File: config.mk
export PLATFORM = sky130hd
export DESIGN_NAME = htr_measure_readout
export DESIGN_NICKNAME = d
export VERILOG_FILES = /design/src/htr_pkg.sv /design/src/htr_measure_readout.sv /design/src/htr_buf2.sv
export SDC_FILE = /design/constraint.sdc
export NUM_CORES = 1
export LEC_CHECK = 0
export BUFFER_PORTS_ARGS = -buffer_cell sky130_fd_sc_hd__buf_2
export CAP_MARGIN = 20
export CELL_PAD_IN_SITES_DETAIL_PLACEMENT = 1
export CELL_PAD_IN_SITES_GLOBAL_PLACEMENT = 2
export CORE_MARGIN = 5
export CORE_UTILIZATION = 38
export CTS_CLUSTER_SIZE = 40
export DETAILED_ROUTE_END_ITERATION = 10
export GPL_ROUTABILITY_DRIVEN = 0
export PLACE_DENSITY_LB_ADDON = 0.1
export SLEW_MARGIN = 20
export SYNTH_ARGS = -nofsm -noshare
export SYNTH_HDL_FRONTEND = slang
export SYNTH_HIERARCHICAL = 1
export SYNTH_SLANG_ARGS = --single-unit
File: constraint.sdc
create_clock -name clock -period 4.85 [get_ports clock]
set_clock_uncertainty 0.2 [all_clocks]
set_input_delay 0.485 -clock clock [delete_from_list [all_inputs] [get_ports clock]]
set_output_delay 0.485 -clock clock [all_outputs]
set_load 0.01 [all_outputs]
File: src/htr_pkg.sv
// Constants, types and checksum function for the humidity/temperature readout block
package htr_pkg;

    ////////////////////////////////////////////////////////////////////////////////
    // Clock and bus identity
    localparam int CLK_PERIOD_NS = 10;
    localparam logic [6:0] SLAVE_ADDR = 7'h54;

    ////////////////////////////////////////////////////////////////////////////////
    // Measurement commands
    localparam logic [7:0] CMD_HOLD_T = 8'hE3;
    localparam logic [7:0] CMD_NOHOLD_T = 8'hF3;
    localparam logic [7:0] CMD_HOLD_HT = 8'hE5;
    localparam logic [7:0] CMD_NOHOLD_HT = 8'hF5;

    ////////////////////////////////////////////////////////////////////////////////
    // Checksum
    localparam logic [7:0] CRC_POLY = 8'h1D;
    localparam logic [7:0] CRC_INIT = 8'hFF;
    localparam logic [7:0] CRC_XOROUT = 8'h00;

    ////////////////////////////////////////////////////////////////////////////////
    // Widths and counts
    localparam int DATA_W = 14;
    localparam int RES_W = 2;
    localparam int TMR_W = 18;
    localparam int SLP_W = 12;
    localparam logic [TMR_W-1:0] TMR_ONE = 18'h00001;
    localparam logic [SLP_W-1:0] SLP_ONE = 12'h001;
    localparam logic [3:0] BIT_LAST = 4'h7;
    localparam logic [3:0] BYTE_BITS = 4'h8;
    localparam logic [2:0] IDX_ONE = 3'h1;
    localparam logic [2:0] NB_T = 3'h3;
    localparam logic [2:0] NB_HT = 3'h5;
    localparam logic [RES_W-1:0] RES_14 = 2'h3;

    ////////////////////////////////////////////////////////////////////////////////
    // Conversion and sleep times, longest figures, in ns
    localparam int CONV_T8_NS = 370000;
    localparam int CONV_T10_NS = 450000;
    localparam int CONV_T12_NS = 600000;
    localparam int CONV_T14_NS = 910000;
    localparam int CONV_HT8_NS = 640000;
    localparam int CONV_HT10_NS = 800000;
    localparam int CONV_HT12_NS = 1040000;
    localparam int CONV_HT14_NS = 1700000;
    localparam int SLEEP_DELAY_NS = 20000;
    localparam int SLEEP_CYC = SLEEP_DELAY_NS / CLK_PERIOD_NS;
    localparam logic [SLP_W-1:0] SLEEP_LOAD = SLP_W'(SLEEP_CYC);

    ////////////////////////////////////////////////////////////////////////////////
    // Types
    typedef enum logic [2:0] {
        PH_IDLE, PH_ADDR, PH_ACK, PH_CMD, PH_STRETCH, PH_TX, PH_TX_ACK, PH_WAIT
    } htr_phase_t;

    typedef struct packed {
        logic [DATA_W-1:0] hum;
        logic [DATA_W-1:0] temp;
    } htr_meas_t;

    typedef struct packed {
        htr_phase_t phase;
        htr_phase_t ack_nxt;
        logic scl_q;
        logic sda_q;
        logic [3:0] bit_cnt;
        logic [7:0] shreg;
        logic ack_ok;
        logic pend;
        logic pend_hold;
        logic pend_hum;
        logic [RES_W-1:0] res_q;
        logic [TMR_W-1:0] conv_tmr;
        logic [4:0][7:0] tx;
        logic [2:0] tx_idx;
        logic [2:0] tx_n;
        logic sent;
        logic [SLP_W-1:0] sleep_tmr;
        logic awake;
        logic scl_oe_n;
        logic sda_oe_n;
        logic conv_start;
        logic conv_hum;
    } htr_st_t;

    // MSB-first CRC-8, no reflection
    function automatic logic [7:0] htr_crc8(input logic [31:0] data);
        logic [7:0] c;
        c = CRC_INIT;
        for (int i = 31; i >= 0; i--) begin
            if (c[7] ^ data[i]) begin
                c = {c[6:0], 1'b0} ^ CRC_POLY;
            end else begin
                c = {c[6:0], 1'b0};
            end
        end
        return c ^ CRC_XOROUT;
    endfunction

endpackage

File: src/htr_measure_readout.sv
// Measurement command handling and result readout over a two-wire slave port
`timescale 1ns/1ps
`default_nettype none
// Operation
// - Hold mode keeps SCL low through conversion, releases when result ready.
// - No-hold mode never stretches SCL during conversion.
// - Write address then hold command wakes device and starts conversion.
// - Repeated start with read address follows; device stretches until done.
// - After hold conversion, release SCL, send bytes, sleep 20 us later.
// - Ready no-hold read gets ACK, bytes, then sleep 20 us later.
// - Read address during running no-hold conversion is NACKed; master retries.
// - Two bytes for temperature, four for both, MSB first.
// - Readings delivered as 14-bit values, lower resolutions scaled up.
// - Temperature conversion within 0.37/0.45/0.60/0.91 ms by resolution.
// - Humidity plus temperature within 0.64/0.80/1.04/1.70 ms by resolution.
// - CRC-8 over humidity then temperature bytes follows every result.
// - Temperature-only CRC treats humidity bytes as zero, sends temperature only.
// - CRC polynomial 0x1D, init 0xFF, final XOR 0x00, no reflection.
// - Command codes E3, F3, E5, F5 for the four measurement kinds.
// - Acknowledge only the fixed 7-bit slave address.
module htr_measure_readout
    import htr_pkg::*;
#(
    parameter int T_CYC_T8 = CONV_T8_NS / CLK_PERIOD_NS,
    parameter int T_CYC_T10 = CONV_T10_NS / CLK_PERIOD_NS,
    parameter int T_CYC_T12 = CONV_T12_NS / CLK_PERIOD_NS,
    parameter int T_CYC_T14 = CONV_T14_NS / CLK_PERIOD_NS,
    parameter int T_CYC_HT8 = CONV_HT8_NS / CLK_PERIOD_NS,
    parameter int T_CYC_HT10 = CONV_HT10_NS / CLK_PERIOD_NS,
    parameter int T_CYC_HT12 = CONV_HT12_NS / CLK_PERIOD_NS,
    parameter int T_CYC_HT14 = CONV_HT14_NS / CLK_PERIOD_NS
) (
    input wire logic clock,
    input wire logic srst,
    input wire logic scl_in,
    output logic scl_out,
    output logic scl_oe_n,
    input wire logic sda_in,
    output logic sda_out,
    output logic sda_oe_n,
    input wire logic [htr_pkg::RES_W-1:0] res_sel,
    output logic conv_start,
    output logic conv_hum,
    input wire htr_pkg::htr_meas_t res_data,
    input wire logic res_valid,
    output logic res_ready,
    output logic awake
);
    import htr_pkg::*;

    htr_st_t st_ff;
    htr_st_t nxt_st;
    htr_meas_t buf_data;
    logic buf_valid;
    logic buf_pop;
    logic rise;
    logic fall;
    logic start_c;
    logic stop_c;
    logic rdy;
    logic do_load;
    logic [7:0] rx_byte;
    logic [15:0] h16;
    logic [15:0] t16;
    logic [7:0] crc;

    function automatic logic [TMR_W-1:0] conv_cyc(input logic hum, input logic [RES_W-1:0] r);
        case ({hum, r})
            3'h0: return TMR_W'(T_CYC_T8);
            3'h1: return TMR_W'(T_CYC_T10);
            3'h2: return TMR_W'(T_CYC_T12);
            3'h3: return TMR_W'(T_CYC_T14);
            3'h4: return TMR_W'(T_CYC_HT8);
            3'h5: return TMR_W'(T_CYC_HT10);
            3'h6: return TMR_W'(T_CYC_HT12);
            default: return TMR_W'(T_CYC_HT14);
        endcase
    endfunction

    // Raw value arrives right-aligned at its resolution; shift by 2*(3-res)
    function automatic logic [15:0] scale16(input logic [DATA_W-1:0] v, input logic [RES_W-1:0] r);
        return {2'h0, v << {~r, 1'b0}};
    endfunction

    ////////////////////////////////////////////////////////////////////////////////
    // Result buffer between converter and bus engine
    htr_buf2 #(.W($bits(htr_meas_t))) u_buf (
        .clock(clock),
        .srst(srst),
        .in_data(res_data),
        .in_valid(res_valid),
        .in_ready(res_ready),
        .out_data(buf_data),
        .out_valid(buf_valid),
        .out_ready(buf_pop)
    );

    ////////////////////////////////////////////////////////////////////////////////
    // Result framing
    assign h16 = st_ff.pend_hum ? scale16(buf_data.hum, st_ff.res_q) : 16'h0000;
    assign t16 = scale16(buf_data.temp, st_ff.res_q);
    assign crc = htr_crc8({h16, t16});
    assign rx_byte = {st_ff.shreg[6:0], sda_in};

    assign rise = scl_in & ~st_ff.scl_q;
    assign fall = ~scl_in & st_ff.scl_q;
    assign start_c = st_ff.scl_q & scl_in & st_ff.sda_q & ~sda_in;
    assign stop_c = st_ff.scl_q & scl_in & ~st_ff.sda_q & sda_in;
    // Result counts only once the guaranteed conversion time has run out
    assign rdy = st_ff.pend & (st_ff.conv_tmr == '0) & buf_valid;

    always_comb begin
        nxt_st = st_ff;
        nxt_st.scl_q = scl_in;
        nxt_st.sda_q = sda_in;
        nxt_st.conv_start = 1'b0;
        do_load = 1'b0;
        if (st_ff.conv_tmr != '0) begin
            nxt_st.conv_tmr = st_ff.conv_tmr - TMR_ONE;
        end
        if (st_ff.sleep_tmr != '0) begin
            nxt_st.sleep_tmr = st_ff.sleep_tmr - SLP_ONE;
            if (st_ff.sleep_tmr == SLP_ONE && !st_ff.pend) begin
                nxt_st.awake = 1'b0;
            end
        end
        if (stop_c) begin
            nxt_st.phase = PH_IDLE;
            nxt_st.sda_oe_n = 1'b1;
            nxt_st.scl_oe_n = 1'b1;
            if (st_ff.sent) begin
                nxt_st.sent = 1'b0;
                nxt_st.sleep_tmr = SLEEP_LOAD;
            end
        end else if (start_c && st_ff.phase != PH_STRETCH) begin
            nxt_st.phase = PH_ADDR;
            nxt_st.bit_cnt = 4'h0;
            nxt_st.sda_oe_n = 1'b1;
        end else begin
            case (st_ff.phase)
                PH_ADDR, PH_CMD: begin
                    if (rise && st_ff.bit_cnt != BYTE_BITS) begin
                        nxt_st.shreg = rx_byte;
                        nxt_st.bit_cnt = st_ff.bit_cnt + 4'h1;
                        if (st_ff.bit_cnt == BIT_LAST && st_ff.phase == PH_ADDR) begin
                            nxt_st.ack_ok = 1'b0;
                            if (rx_byte[7:1] == SLAVE_ADDR) begin
                                if (!rx_byte[0]) begin
                                    nxt_st.ack_ok = 1'b1;
                                    nxt_st.ack_nxt = PH_CMD;
                                    nxt_st.awake = 1'b1;
                                    // A new wake must not be cut short by an old sleep count
                                    nxt_st.sleep_tmr = '0;
                                end else if (st_ff.pend && st_ff.pend_hold) begin
                                    nxt_st.ack_ok = 1'b1;
                                    nxt_st.ack_nxt = PH_STRETCH;
                                end else if (rdy) begin
                                    nxt_st.ack_ok = 1'b1;
                                    nxt_st.ack_nxt = PH_TX;
                                end
                                // Running no-hold conversion falls through to NACK
                            end
                        end else if (st_ff.bit_cnt == BIT_LAST) begin
                            nxt_st.ack_nxt = PH_WAIT;
                            nxt_st.ack_ok = 1'b0;
                            if (rx_byte == CMD_HOLD_T || rx_byte == CMD_NOHOLD_T ||
                                rx_byte == CMD_HOLD_HT || rx_byte == CMD_NOHOLD_HT) begin
                                nxt_st.ack_ok = 1'b1;
                                nxt_st.pend = 1'b1;
                                nxt_st.pend_hold = (rx_byte == CMD_HOLD_T) ||
                                    (rx_byte == CMD_HOLD_HT);
                                nxt_st.pend_hum = (rx_byte == CMD_HOLD_HT) ||
                                    (rx_byte == CMD_NOHOLD_HT);
                                nxt_st.res_q = res_sel;
                                nxt_st.conv_tmr = conv_cyc(nxt_st.pend_hum, res_sel);
                                nxt_st.conv_start = 1'b1;
                                nxt_st.conv_hum = nxt_st.pend_hum;
                                nxt_st.sleep_tmr = '0;
                            end
                        end
                    end else if (fall && st_ff.bit_cnt == BYTE_BITS) begin
                        if (st_ff.ack_ok) begin
                            nxt_st.sda_oe_n = 1'b0;
                            nxt_st.phase = PH_ACK;
                        end else begin
                            nxt_st.phase = PH_WAIT;
                        end
                    end
                end
                PH_ACK: begin
                    if (fall) begin
                        nxt_st.sda_oe_n = 1'b1;
                        nxt_st.bit_cnt = 4'h0;
                        nxt_st.shreg = 8'h00;
                        nxt_st.phase = st_ff.ack_nxt;
                        if (st_ff.ack_nxt == PH_STRETCH) begin
                            nxt_st.scl_oe_n = 1'b0;
                        end else if (st_ff.ack_nxt == PH_TX) begin
                            do_load = 1'b1;
                        end
                    end
                end
                PH_STRETCH: begin
                    if (rdy) begin
                        do_load = 1'b1;
                    end
                end
                PH_TX: begin
                    // SCL stays low one cycle past the load so SDA is set up first
                    nxt_st.scl_oe_n = 1'b1;
                    if (fall) begin
                        if (st_ff.bit_cnt == BIT_LAST) begin
                            nxt_st.sda_oe_n = 1'b1;
                            nxt_st.bit_cnt = 4'h0;
                            nxt_st.phase = PH_TX_ACK;
                        end else begin
                            nxt_st.bit_cnt = st_ff.bit_cnt + 4'h1;
                            nxt_st.sda_oe_n =
                                st_ff.tx[st_ff.tx_idx][3'(BIT_LAST - 4'h1 - st_ff.bit_cnt)];
                        end
                    end
                end
                PH_TX_ACK: begin
                    if (rise) begin
                        nxt_st.ack_ok = ~sda_in && ((st_ff.tx_idx + IDX_ONE) < st_ff.tx_n);
                    end else if (fall) begin
                        if (st_ff.ack_ok) begin
                            nxt_st.tx_idx = st_ff.tx_idx + IDX_ONE;
                            nxt_st.sda_oe_n = st_ff.tx[st_ff.tx_idx + IDX_ONE][7];
                            nxt_st.phase = PH_TX;
                        end else begin
                            nxt_st.phase = PH_WAIT;
                            nxt_st.sent = 1'b0;
                            nxt_st.sleep_tmr = SLEEP_LOAD;
                        end
                    end
                end
                PH_IDLE, PH_WAIT: begin
                end
                default: begin
                    nxt_st.phase = PH_IDLE;
                end
            endcase
        end
        if (do_load) begin
            if (st_ff.pend_hum) begin
                nxt_st.tx = {crc, t16[7:0], t16[15:8], h16[7:0], h16[15:8]};
                nxt_st.tx_n = NB_HT;
            end else begin
                nxt_st.tx = {16'h0000, crc, t16[7:0], t16[15:8]};
                nxt_st.tx_n = NB_T;
            end
            nxt_st.tx_idx = 3'h0;
            nxt_st.bit_cnt = 4'h0;
            nxt_st.sda_oe_n = nxt_st.tx[0][7];
            nxt_st.pend = 1'b0;
            nxt_st.sent = 1'b1;
            nxt_st.phase = PH_TX;
        end
    end
    assign buf_pop = do_load;

    always_ff @(posedge clock) begin
        if (srst) begin
            st_ff <= '0;
            st_ff.scl_oe_n <= 1'b1;
            st_ff.sda_oe_n <= 1'b1;
            st_ff.scl_q <= 1'b1;
            st_ff.sda_q <= 1'b1;
        end else begin
            st_ff <= nxt_st;
        end
    end

    // Open-drain: only ever pulls low
    assign scl_out = 1'b0;
    assign sda_out = 1'b0;
    assign scl_oe_n = st_ff.scl_oe_n;
    assign sda_oe_n = st_ff.sda_oe_n;
    assign conv_start = st_ff.conv_start;
    assign conv_hum = st_ff.conv_hum;
    assign awake = st_ff.awake;
endmodule
`default_nettype wire

File: src/htr_buf2.sv
// Two-entry result buffer with valid/ready on both sides
`timescale 1ns/1ps
`default_nettype none
module htr_buf2 #(
    parameter int W = 28
) (
    input wire logic clock,
    input wire logic srst,
    input wire logic [W-1:0] in_data,
    input wire logic in_valid,
    output logic in_ready,
    output logic [W-1:0] out_data,
    output logic out_valid,
    input wire logic out_ready
);
    typedef struct packed {
        logic [1:0][W-1:0] mem;
        logic wr_ptr;
        logic rd_ptr;
        logic [1:0] cnt;
        logic in_rdy;
        logic out_vld;
    } htr_buf_st_t;

    htr_buf_st_t st_ff;
    htr_buf_st_t nxt_st;
    logic push;
    logic pop;

    ////////////////////////////////////////////////////////////////////////////////
    // Ready and valid are kept as flops so no path runs straight through
    always_comb begin
        nxt_st = st_ff;
        push = in_valid & st_ff.in_rdy;
        pop = out_ready & st_ff.out_vld;
        if (push) begin
            nxt_st.mem[st_ff.wr_ptr] = in_data;
            nxt_st.wr_ptr = ~st_ff.wr_ptr;
        end
        if (pop) begin
            nxt_st.rd_ptr = ~st_ff.rd_ptr;
        end
        nxt_st.cnt = st_ff.cnt + {1'b0, push} - {1'b0, pop};
        nxt_st.in_rdy = (nxt_st.cnt != 2'h2);
        nxt_st.out_vld = (nxt_st.cnt != 2'h0);
    end

    always_ff @(posedge clock) begin
        if (srst) begin
            st_ff <= '0;
        end else begin
            st_ff <= nxt_st;
        end
    end

    assign in_ready = st_ff.in_rdy;
    assign out_valid = st_ff.out_vld;
    assign out_data = st_ff.mem[st_ff.rd_ptr];
endmodule
`default_nettype wire

==> impl_metrics.yaml, run 1 <==
outcome:
  status: "complete, no violations"
die:
  start_util_pct: 38.3
  die_area_mm2: 0.0295
  fp-row-count: 59
  die_h_um: 172
  coreArea_mm2: 0.0259
  io_pins: 43
  die_width_um: 172
pwr:
  power.leakage_nw: 3.89
  powerDensity_mw_per_mm2: 350
  ir_worst_vdd_mv: 0.210
yosys:
  synth_edf_count: 0
  async_flop_share_pct: 0
  synth_top_flop_cell: "dfxtp_1"
  ys_seq_elements: 166
  synth_cells: 1186
  ys_types: 79
  syn_area_per_cell_um2: 8.38
  synthesis.area_mm2: 0.00994
  synth_top_area_share_pct: 33.4
  yosysWarnings: 6
  yosysSeqAreaShare_pct: 33.4
  synthTopCellsByArea: "dfxtp_1, nand2_1, a21oi_1"
  synth_top_cell_by_area: "dfxtp_1"
timing:
  fin_setup_tns_ns: 0
  slew_headroom_pct: 41.7
  fin_crit_ns: 4.55
  rsz0062_at_grt: "no"
  fmax_ghz: 0.220
  worst_pin_slew_ns: 0.873
  fin_crit_sh_pct: 93.8
  finalHoldViolCount: 0
  setup_viol: 0
  drv_slew: 0
placement:
  place_hpwl_um: 21400
  dpl_cell_area_mm2: 0.0104
  port_buffers: 40
  post-place-cells: 1517
setup_path:
  slowest_delay_ns: 0.57
  cp.arrival_ns: 4.71
  cpMaxStageDelayCell: "mux4_2"
  end_kind: "register"
  critPathMaxFanout: 10
  cp_num_buf_inv: 1
  cp_cell_sequence: "buf_4 > mux2_2 > mux4_2 > or3_1 > a21oi_1 > xnor3_1 > xnor3_1 > xnor3_1 > xnor2_2 > xor2_2 > xor2_1 > nand2_1 > a311oi_2"
  cp_top_family: "XOR/XNOR gates"
  crit_top_cell: "xnor3_1"
  critical_path_class: "register to register"
  start_kind: "register"
  required_ns: 5.00
detailed_routing:
  dr.pass1.iters: 4
  ant_nets: 0
  drtIter0Drc: 385
  routed_wl_um: 29300
  vias: 8363
  drc: 0
  wl_per_cell_um: 18.9
  via_per_inst: 5.40
grt:
  track_usage_pct: 20.3
  grt_max_degree: 72
  grt_first_pass_wirelength_um: 47800
  grt_overflow_total: 0
  antenna_found_initial: 0
  grt_pass1_vias: 8608
cts:
  worstSkewPairLatency_ns: 0.45
  tritoncts: "built"
  cts_root_buf: "clkbuf_16"
  clockBufferDepth: 2
  clk_pin_slew_worst_paths_ns: 0.08
  cts_setup_buffers: 0
  cts.sinks: 166
  cts.htree.levels: 4
  cts_made_buffers: 17
final_layout:
  drive_gt1_share_pct: 15.7
  nets: 1246
  stdcell_area_mm2: 0.0110
  area_growth_pct: 10.9
  instances_no_fill: 1548
  n_antenna_cell: 0
flow_run:
  max-cap-violations: 0
hold_path:
  hold_class: "input pin to register"
## power breakdown
part / switching, mW / internal (mW) / leakage, nW
Clock: 0.619 / 0.815 / 0.280
Sequential: 0.0962 / 1.46 / 1.35
Combinational: 0.470 / 0.398 / 2.26
## through the flow
stage	worst slack (ns)	utilization, %	power (mW)	hold WS [ns]
final	0.299	42.5	3.86	0.0813
after global routing	0.0685	42.5	4.08	0.0736
after CTS	0.0347	42.5	3.92	0.0623
after detailed placement	0.0724	40.2	2.46	0.243
after global placement	0.226	40.2	2.44	0.238
after floorplan	0.438	-	2.26	0.226
## worst min-delay path, stage by stage
cell	delay [ns]
buf_2	0.11
nand2_1	0.05
a21oi_1	0.05
## cell families (layout without fill, tap and decap cells)
kind of cell,Yosys count,after routing,share of synthesized area (%)
compound gates,266,266,16.8
xor+xnor,111,111,12.5
fa+ha+maj,10,10,1.26
buf+inv,95,121,4.79
flops,166,166,33.4
mux,84,84,10.6
other cells,1,2,0.0377
simple gates,453,453,20.6
## worst paths after layout
check                  startpoint         endpoint  slack (ns)  cells past startpoint
setup / recovery   u_buf/st_ff[4]        st_ff[43]        0.30                     13
hold / removal        res_data[1]  u_buf/st_ff[35]        0.08                      3
setup reg to reg   u_buf/st_ff[4]        st_ff[43]        0.30                     13
hold reg to reg   u_buf/st_ff[53]  u_buf/st_ff[53]        0.25                      2
## synthesized netlist by cell type (8+ instances only)
cell and instances:
ha_1 10, mux2i_1 33, nor2_1 102, o21a_1 8, dfxtp_1 166, a31oi_1 10
a211oi_1 16, nand3_1 24, a21oi_1 110, xnor2_1 52, mux4_2 12, nand2_1 210
clkbuf_1 47, a22o_1 9, o21ai_1 10, or3_1 14, nor3_1 31, nand2b_1 10
inv_1 16, o21ai_0 35, buf_2 13, mux2_2 35, a21oi_2 17, xnor3_1 12
xor2_1 38
## metal layers
metal  vias up  track usage, %  routed length (um)
met5         -               0                   0
met4         0            5.10                 448
met3        30            3.33                 645
met2        81            34.5               14300
met1      4080            27.0               13900
li1       4172               -                   -
## final cells by class
type / count / area [um2]
Inverter: 18 / 68.8
Fill cell: 3102 / 14900
Timing Repair Buffer: 72 / 455
Clock buffer: 18 / 429
Tap cell: 335 / 419
Clock inverter: 13 / 173
Multi-Input combinational cell: 926 / 6150
Sequential cell: 166 / 3330
## registers in the layout, indices dropped and copies added, names as in the netlist
name             count
awake                1
conv_hum             1
conv_start           1
scl_oe_n             1
rx_byte              7
u_buf/in_ready       1
u_buf/st_ff         60
u_buf/out_valid      1
st_ff               92
sda_oe_n             1
## what timing repair did
action	in CTS	in global routing
hold buffers	0	0
setup endpoints to repair	0	3
hold endpoints to repair	0	0
gates resized for setup	0	2
## placed cells by master (no fill, tap or decap), types with 24 or more instances in the layout
cell type,synthesis,layout
mux2_2,35,35
o21ai_0,35,35
nor2_1,102,102
xor2_1,38,38
mux2i_1,33,33
dfxtp_1,166,164
a21oi_1,110,110
nand3_1,24,24
nor3_1,31,31
nand2_1,210,210
xnor2_1,52,52
buf_4,6,32
buf_2,13,39
No activity file was read; power rests on OpenSTA's default activity.
==> inputs of run 2 (changes only) <==
--- a/config.mk
+++ b/config.mk
@@ -5,14 +5,14 @@
 export SDC_FILE = /design/constraint.sdc
 export NUM_CORES = 1
 export LEC_CHECK = 0
-export BUFFER_PORTS_ARGS = -buffer_cell sky130_fd_sc_hd__buf_2
 export CAP_MARGIN = 20
 export CELL_PAD_IN_SITES_DETAIL_PLACEMENT = 1
 export CELL_PAD_IN_SITES_GLOBAL_PLACEMENT = 2
 export CORE_MARGIN = 5
-export CORE_UTILIZATION = 38
+export CORE_UTILIZATION = 40
 export CTS_CLUSTER_SIZE = 40
 export DETAILED_ROUTE_END_ITERATION = 10
+export DONT_BUFFER_PORTS = 1
 export GPL_ROUTABILITY_DRIVEN = 0
 export PLACE_DENSITY_LB_ADDON = 0.1
 export SLEW_MARGIN = 20
==> run 2 against run 1 <==
Net effect:
- clock-buffer cell count increased by 2
- global-route usage increased by 0.23 points
- critical endpoint unchanged
- die area decreased by 4.7%
- worst hold slack got worse by 0.047 ns
- critical path depth unchanged
- worst setup slack got worse by 0.045 ns
==> impl_metrics.yaml, run 2 (synthesized netlist as in run 1, its figures left out) <==
placement:
  port_buffers: 0
  post-place-cells: 1457
  dpl_cell_area_mm2: 0.0101
  place_hpwl_um: 20300
hold_path:
  hold_depth: 3
  min_to: "st_ff[71]"
  hold_class: "input pin to register"
  hp-start: "res_sel[1]"
die:
  die_h_um: 168
  die_width_um: 168
  die_area_mm2: 0.0281
  io_pins: 43
  coreArea_mm2: 0.0244
  start_util_pct: 40.7
  fp-row-count: 57
grt:
  grt_pass1_vias: 8582
  grt_first_pass_wirelength_um: 47200
  antenna_found_initial: 1
  grt_max_degree: 129
  grt_overflow_total: 0
  track_usage_pct: 20.5
final_layout:
  n_antenna_cell: 0
  instances_no_fill: 1523
  fin_util_pct: 45.4
  stdcell_area_mm2: 0.0111
  largest_reg_flops: 92
  drive_gt1_share_pct: 11.9
  nets: 1231
  final_cell_mix: "nand2_1, dfxtp_1, a21oi_1"
  largest-register: "st_ff"
  area_growth_pct: 11.4
  mostFrequentLayoutCell: "nand2_1"
timing:
  fmax_ghz: 0.218
  rsz0062_at_grt: "no"
  worst_pin_slew_ns: 0.871
  fin_crit_sh_pct: 94.8
  drv_slew: 0
  fin_crit_ns: 4.60
  setup_viol: 0
  slew_headroom_pct: 41.8
  fin_setup_tns_ns: 0
  finalHoldViolCount: 0
detailed_routing:
  drc: 0
  wl_per_cell_um: 19.0
  dr.pass1.iters: 5
  ant_nets: 0
  vias: 8328
  drtIter0Drc: 452
  via_per_inst: 5.47
  routed_wl_um: 29000
setup_path:
  crit-reg2reg-launch: "u_buf/st_ff[4]"
  required_ns: 4.98
  timing.rr.end: "st_ff[43]"
  reg2reg_depth: 13
  end_kind: "register"
  r2r_slack_ns: 0.25
  slowest_delay_ns: 0.54
  critPathMaxFanout: 29
  cp.arrival_ns: 4.73
  cp_cell_sequence: "buf_12 > mux2_2 > mux4_2 > xor3_1 > nand2_1 > xnor2_2 > xnor3_1 > xnor3_2 > xnor2_2 > xor2_2 > xor2_1 > nand2_1 > a311oi_2"
  critical_path_class: "register to register"
  start_kind: "register"
  cpMaxStageDelayCell: "mux4_2"
outcome:
  status: "complete, no violations"
cts:
  tritoncts: "built"
  cts.htree.levels: 4
  clockBufferDepth: 2
  cts_root_buf: "clkbuf_16"
  cts.sinks: 166
  clk_pin_slew_worst_paths_ns: 0.07
  cts_made_buffers: 17
  worstSkewPairLatency_ns: 0.43
pwr:
  p_int_mw: 2.60
  powerDensity_mw_per_mm2: 340
  sw_frac_of_total_pct: 31.0
  power_frac_comb_pct: 23.1
  power.leakage_nw: 3.83
  p_switching_mw: 1.16
  p_clk_share_pct: 35.5
  ir_worst_vdd_mv: 0.213
  power.total_mw: 3.76
  power.share.sequential_pct: 41.4
flow_run:
  max-cap-violations: 0
[run 2: cell count changes in the layout (fill, tap and decap cells not counted), moves of 2 or more]
cell / delta
buf_2: -39
dlygate4sd3_1: +33
buf_4: -10
bufinv_16: -2
[run 2: metal layers]
metal | wire (um) | part of all wire, % | vias to the layer above | track usage [%]
met5 | 0 | 0 | - | 0
met4 | 597 | 2.1 | 0 | 5.43
met1 | 13600 | 47 | 4035 | 27.3
li1 | - | - | 4156 | -
met2 | 14000 | 48 | 103 | 34.7
met3 | 793 | 2.7 | 34 | 3.44
[run 2: layout make-up]
| cell class | count | area (um2) |
|---|---|---|
| sequential | 166 | 3320 |
| clock inverter | 12 | 121 |
| timing repair buffer | 57 | 543 |
| inverter | 18 | 68.8 |
| clock buffer | 20 | 447 |
| multi-input combinational | 926 | 6160 |
| tap | 324 | 405 |
| fill | 2911 | 13300 |
[run 2: worst max-delay path by stage]
| stage | start | endpoint | slack, ns | cells after the start |
|---|---|---|---|---|
| floorplan | u_buf/st_ff[4] | st_ff[43] | 0.44 | 14 |
| global placement | u_buf/st_ff[4] | st_ff[43] | 0.30 | 13 |
| detailed placement | u_buf/st_ff[4] | st_ff[43] | 0.17 | 13 |
| CTS | u_buf/st_ff[4] | st_ff[43] | 0.14 | 13 |
| global route | u_buf/st_ff[4] | st_ff[42] | 0.01 | 13 |
| finish | u_buf/st_ff[4] | st_ff[43] | 0.25 | 13 |
[run 2: critical path: cells and delay by family (launching register included)]
family          cells  cell delay, ns
compound gates      1            0.22
xor+xnor            7            2.32
buf+inv             1            0.21
flops               1            0.36
mux                 2            0.97
simple gates        2            0.20
[run 2: timing repair]
action | 4_1_cts | 5_1_grt
endpoints found under the hold margin | 128 | 0
hold buffers | 34 | 0
buffers inserted | 0 | 0
setup endpoints to repair | 0 | 3
gates resized for setup | 0 | 2
[run 2: power groups by stage]
stage	registers, mW	clock network (mW)	logic, mW
after CTS	1.56	1.37	0.878
final	1.56	1.33	0.870
after detailed placement	1.59	0	0.819
after global routing	1.57	1.44	0.973
after global placement	1.59	0	0.804
after floorplan	1.55	0	0.706
[run 2: per-stage QoR]
| step | hold WS [ns] | setup slack, ns |
|---|---|---|
| after floorplan | 0.226 | 0.438 |
| after global placement | 0.233 | 0.298 |
| after detailed placement | 0.239 | 0.171 |
| after CTS | 0.00820 | 0.141 |
| after global routing | 0.0140 | 0.0131 |
| final | 0.0346 | 0.254 |
==> inputs of run 3 (changes only) <==
--- a/config.mk
+++ b/config.mk
@@ -15,6 +15,7 @@
 export DONT_BUFFER_PORTS = 1
 export GPL_ROUTABILITY_DRIVEN = 0
 export PLACE_DENSITY_LB_ADDON = 0.1
+export REMOVE_ABC_BUFFERS = 1
 export SLEW_MARGIN = 20
 export SYNTH_ARGS = -nofsm -noshare
 export SYNTH_HDL_FRONTEND = slang
==> run 3 against run 2 <==
Net effect:
- fmax rose by 0.84%
- routed wire length rose by 3.4%
- total power rose by 1.3%
==> impl_metrics.yaml, run 3 (synthesized netlist as in run 1, its figures left out) <==
outcome:
  status: "complete, no violations"
timing:
  fin_crit_ns: 4.56
  finalHoldViolCount: 0
  fin_setup_tns_ns: 0
  fin_crit_sh_pct: 94.0
  setup_viol: 0
  layout_setup_ws_ns: 0.292
  drv_slew: 0
  rsz0062_at_grt: "no"
  fmax_ghz: 0.219
  worst_pin_slew_ns: 0.979
  slew_headroom_pct: 34.5
cts:
  tritoncts: "built"
  worstSkewPairLatency_ns: 0.43
  cts_root_buf: "clkbuf_16"
  cts.sinks: 166
  cts.htree.levels: 4
  clockBufferDepth: 2
  cts_made_buffers: 17
  clk_pin_slew_worst_paths_ns: 0.07
detailed_routing:
  dr.pass1.iters: 4
  ant_nets: 0
  via_per_inst: 5.59
  vias: 8551
  wl_per_cell_um: 19.6
  drtIter0Drc: 442
  drc: 0
  routed_wl_um: 30000
die:
  die_width_um: 168
  fp-row-count: 57
  die_h_um: 168
  io_pins: 43
  die_area_mm2: 0.0281
  coreArea_mm2: 0.0244
  start_util_pct: 40.7
final_layout:
  fin_util_pct: 45.6
  drive_gt1_share_pct: 12.6
  n_antenna_cell: 0
  largest-register: "st_ff"
  nets: 1239
  final_cell_mix: "nand2_1, dfxtp_1, a21oi_1"
  instances_no_fill: 1531
  nFillCells: 2906
  area_growth_pct: 12.0
  largest_reg_flops: 92
  mostFrequentLayoutCell: "nand2_1"
setup_path:
  crit-reg2reg-launch: "u_buf/st_ff[4]"
  end_kind: "register"
  crit_top_cell: "xnor2_1"
  slowest_delay_ns: 0.54
  cp_cell_sequence: "buf_4 > mux2_2 > mux4_2 > xor3_1 > nand2_1 > xnor2_2 > xnor2_1 > xnor2_1 > xnor2_1 > xor3_1 > xor2_1 > nand2_1 > a311oi_2"
  critPathMaxFanout: 18
  cpMaxStageDelayCell: "mux4_2"
  cp.arrival_ns: 4.70
  startpoint: "u_buf/st_ff[4]"
  critical_path_class: "register to register"
  required_ns: 4.99
  start_kind: "register"
pwr:
  ir_worst_vdd_mv: 0.163
  power.leakage_nw: 3.90
  power.total_mw: 3.81
  powerDensity_mw_per_mm2: 342
grt:
  grt_overflow_total: 0
  grt_max_degree: 129
  track_usage_pct: 21.5
  grt_pass1_vias: 8886
  grt_first_pass_wirelength_um: 49100
  antenna_found_initial: 0
flow_run:
  max-cap-violations: 0
hold_path:
  hold_class: "input pin to register"
  hp-start: "sda_in"
placement:
  place_hpwl_um: 21100
  post-place-cells: 1464
  preCtsSetupSlack_ns: 0.181
  port_buffers: 0
run 3: final timing paths:
kind / end / slack [ns] / cells past startpoint
min reg2reg: st_ff[50] / 0.25 / 2
min: rx_byte[1] / 0.02 / 2
max: st_ff[43] / 0.29 / 13
max reg2reg: st_ff[43] / 0.29 / 13
run 3: area by class of cell:
class	instances	area, um2	area share (%)
timing repair buffer	65	591	5.31
tap	324	405	3.64
multi-input combinational	926	6160	55.3
inverter	18	68.8	0.618
clock buffer	19	443	3.98
clock inverter	13	140	1.26
sequential	166	3320	29.9
run 3: worst max-delay path: cells and delay by family (launching register included):
kind	cells	cell delay, ns
AOI/OAI and AO/OA	1	0.24
xor gates and xnor gates	7	2.21
buffers and inverters	1	0.27
DFF	1	0.35
muxes	2	0.99
and+or+nand+nor	2	0.20
run 3: through the flow:
stage          hold slack [ns]  area [um2]
5_1_grt                0.00660       11100
3_5_place_dp             0.240       10200
3_3_place_gp             0.233       10200
6_report                0.0186       11100
2_1_floorplan            0.223        9530
4_1_cts                0.00510       11100
run 3: what timing repair did:
action                                  4_1_cts  5_1_grt
endpoints found under the setup margin        0        3
hold buffers                                 34        0
resized for setup                             0        3
endpoints found under the hold margin       128        0
buffers inserted                              0        1
run 3: routing by layer:
layer | global-route usage (%) | share of wire [%]
met4 | 4.45 | 1.1
met1 | 28.1 | 46
met5 | 0 | 0
met2 | 37.6 | 50
met3 | 3.51 | 3.3
run 3: report_power, final:
group / leakage, nW / switching, mW / internal [mW] / total (mW)
Combinational: 2.26 / 0.469 / 0.409 / 0.878
Sequential: 1.35 / 0.0974 / 1.46 / 1.56
Clock: 0.287 / 0.634 / 0.740 / 1.37
Total: 3.90 / 1.20 / 2.61 / 3.81
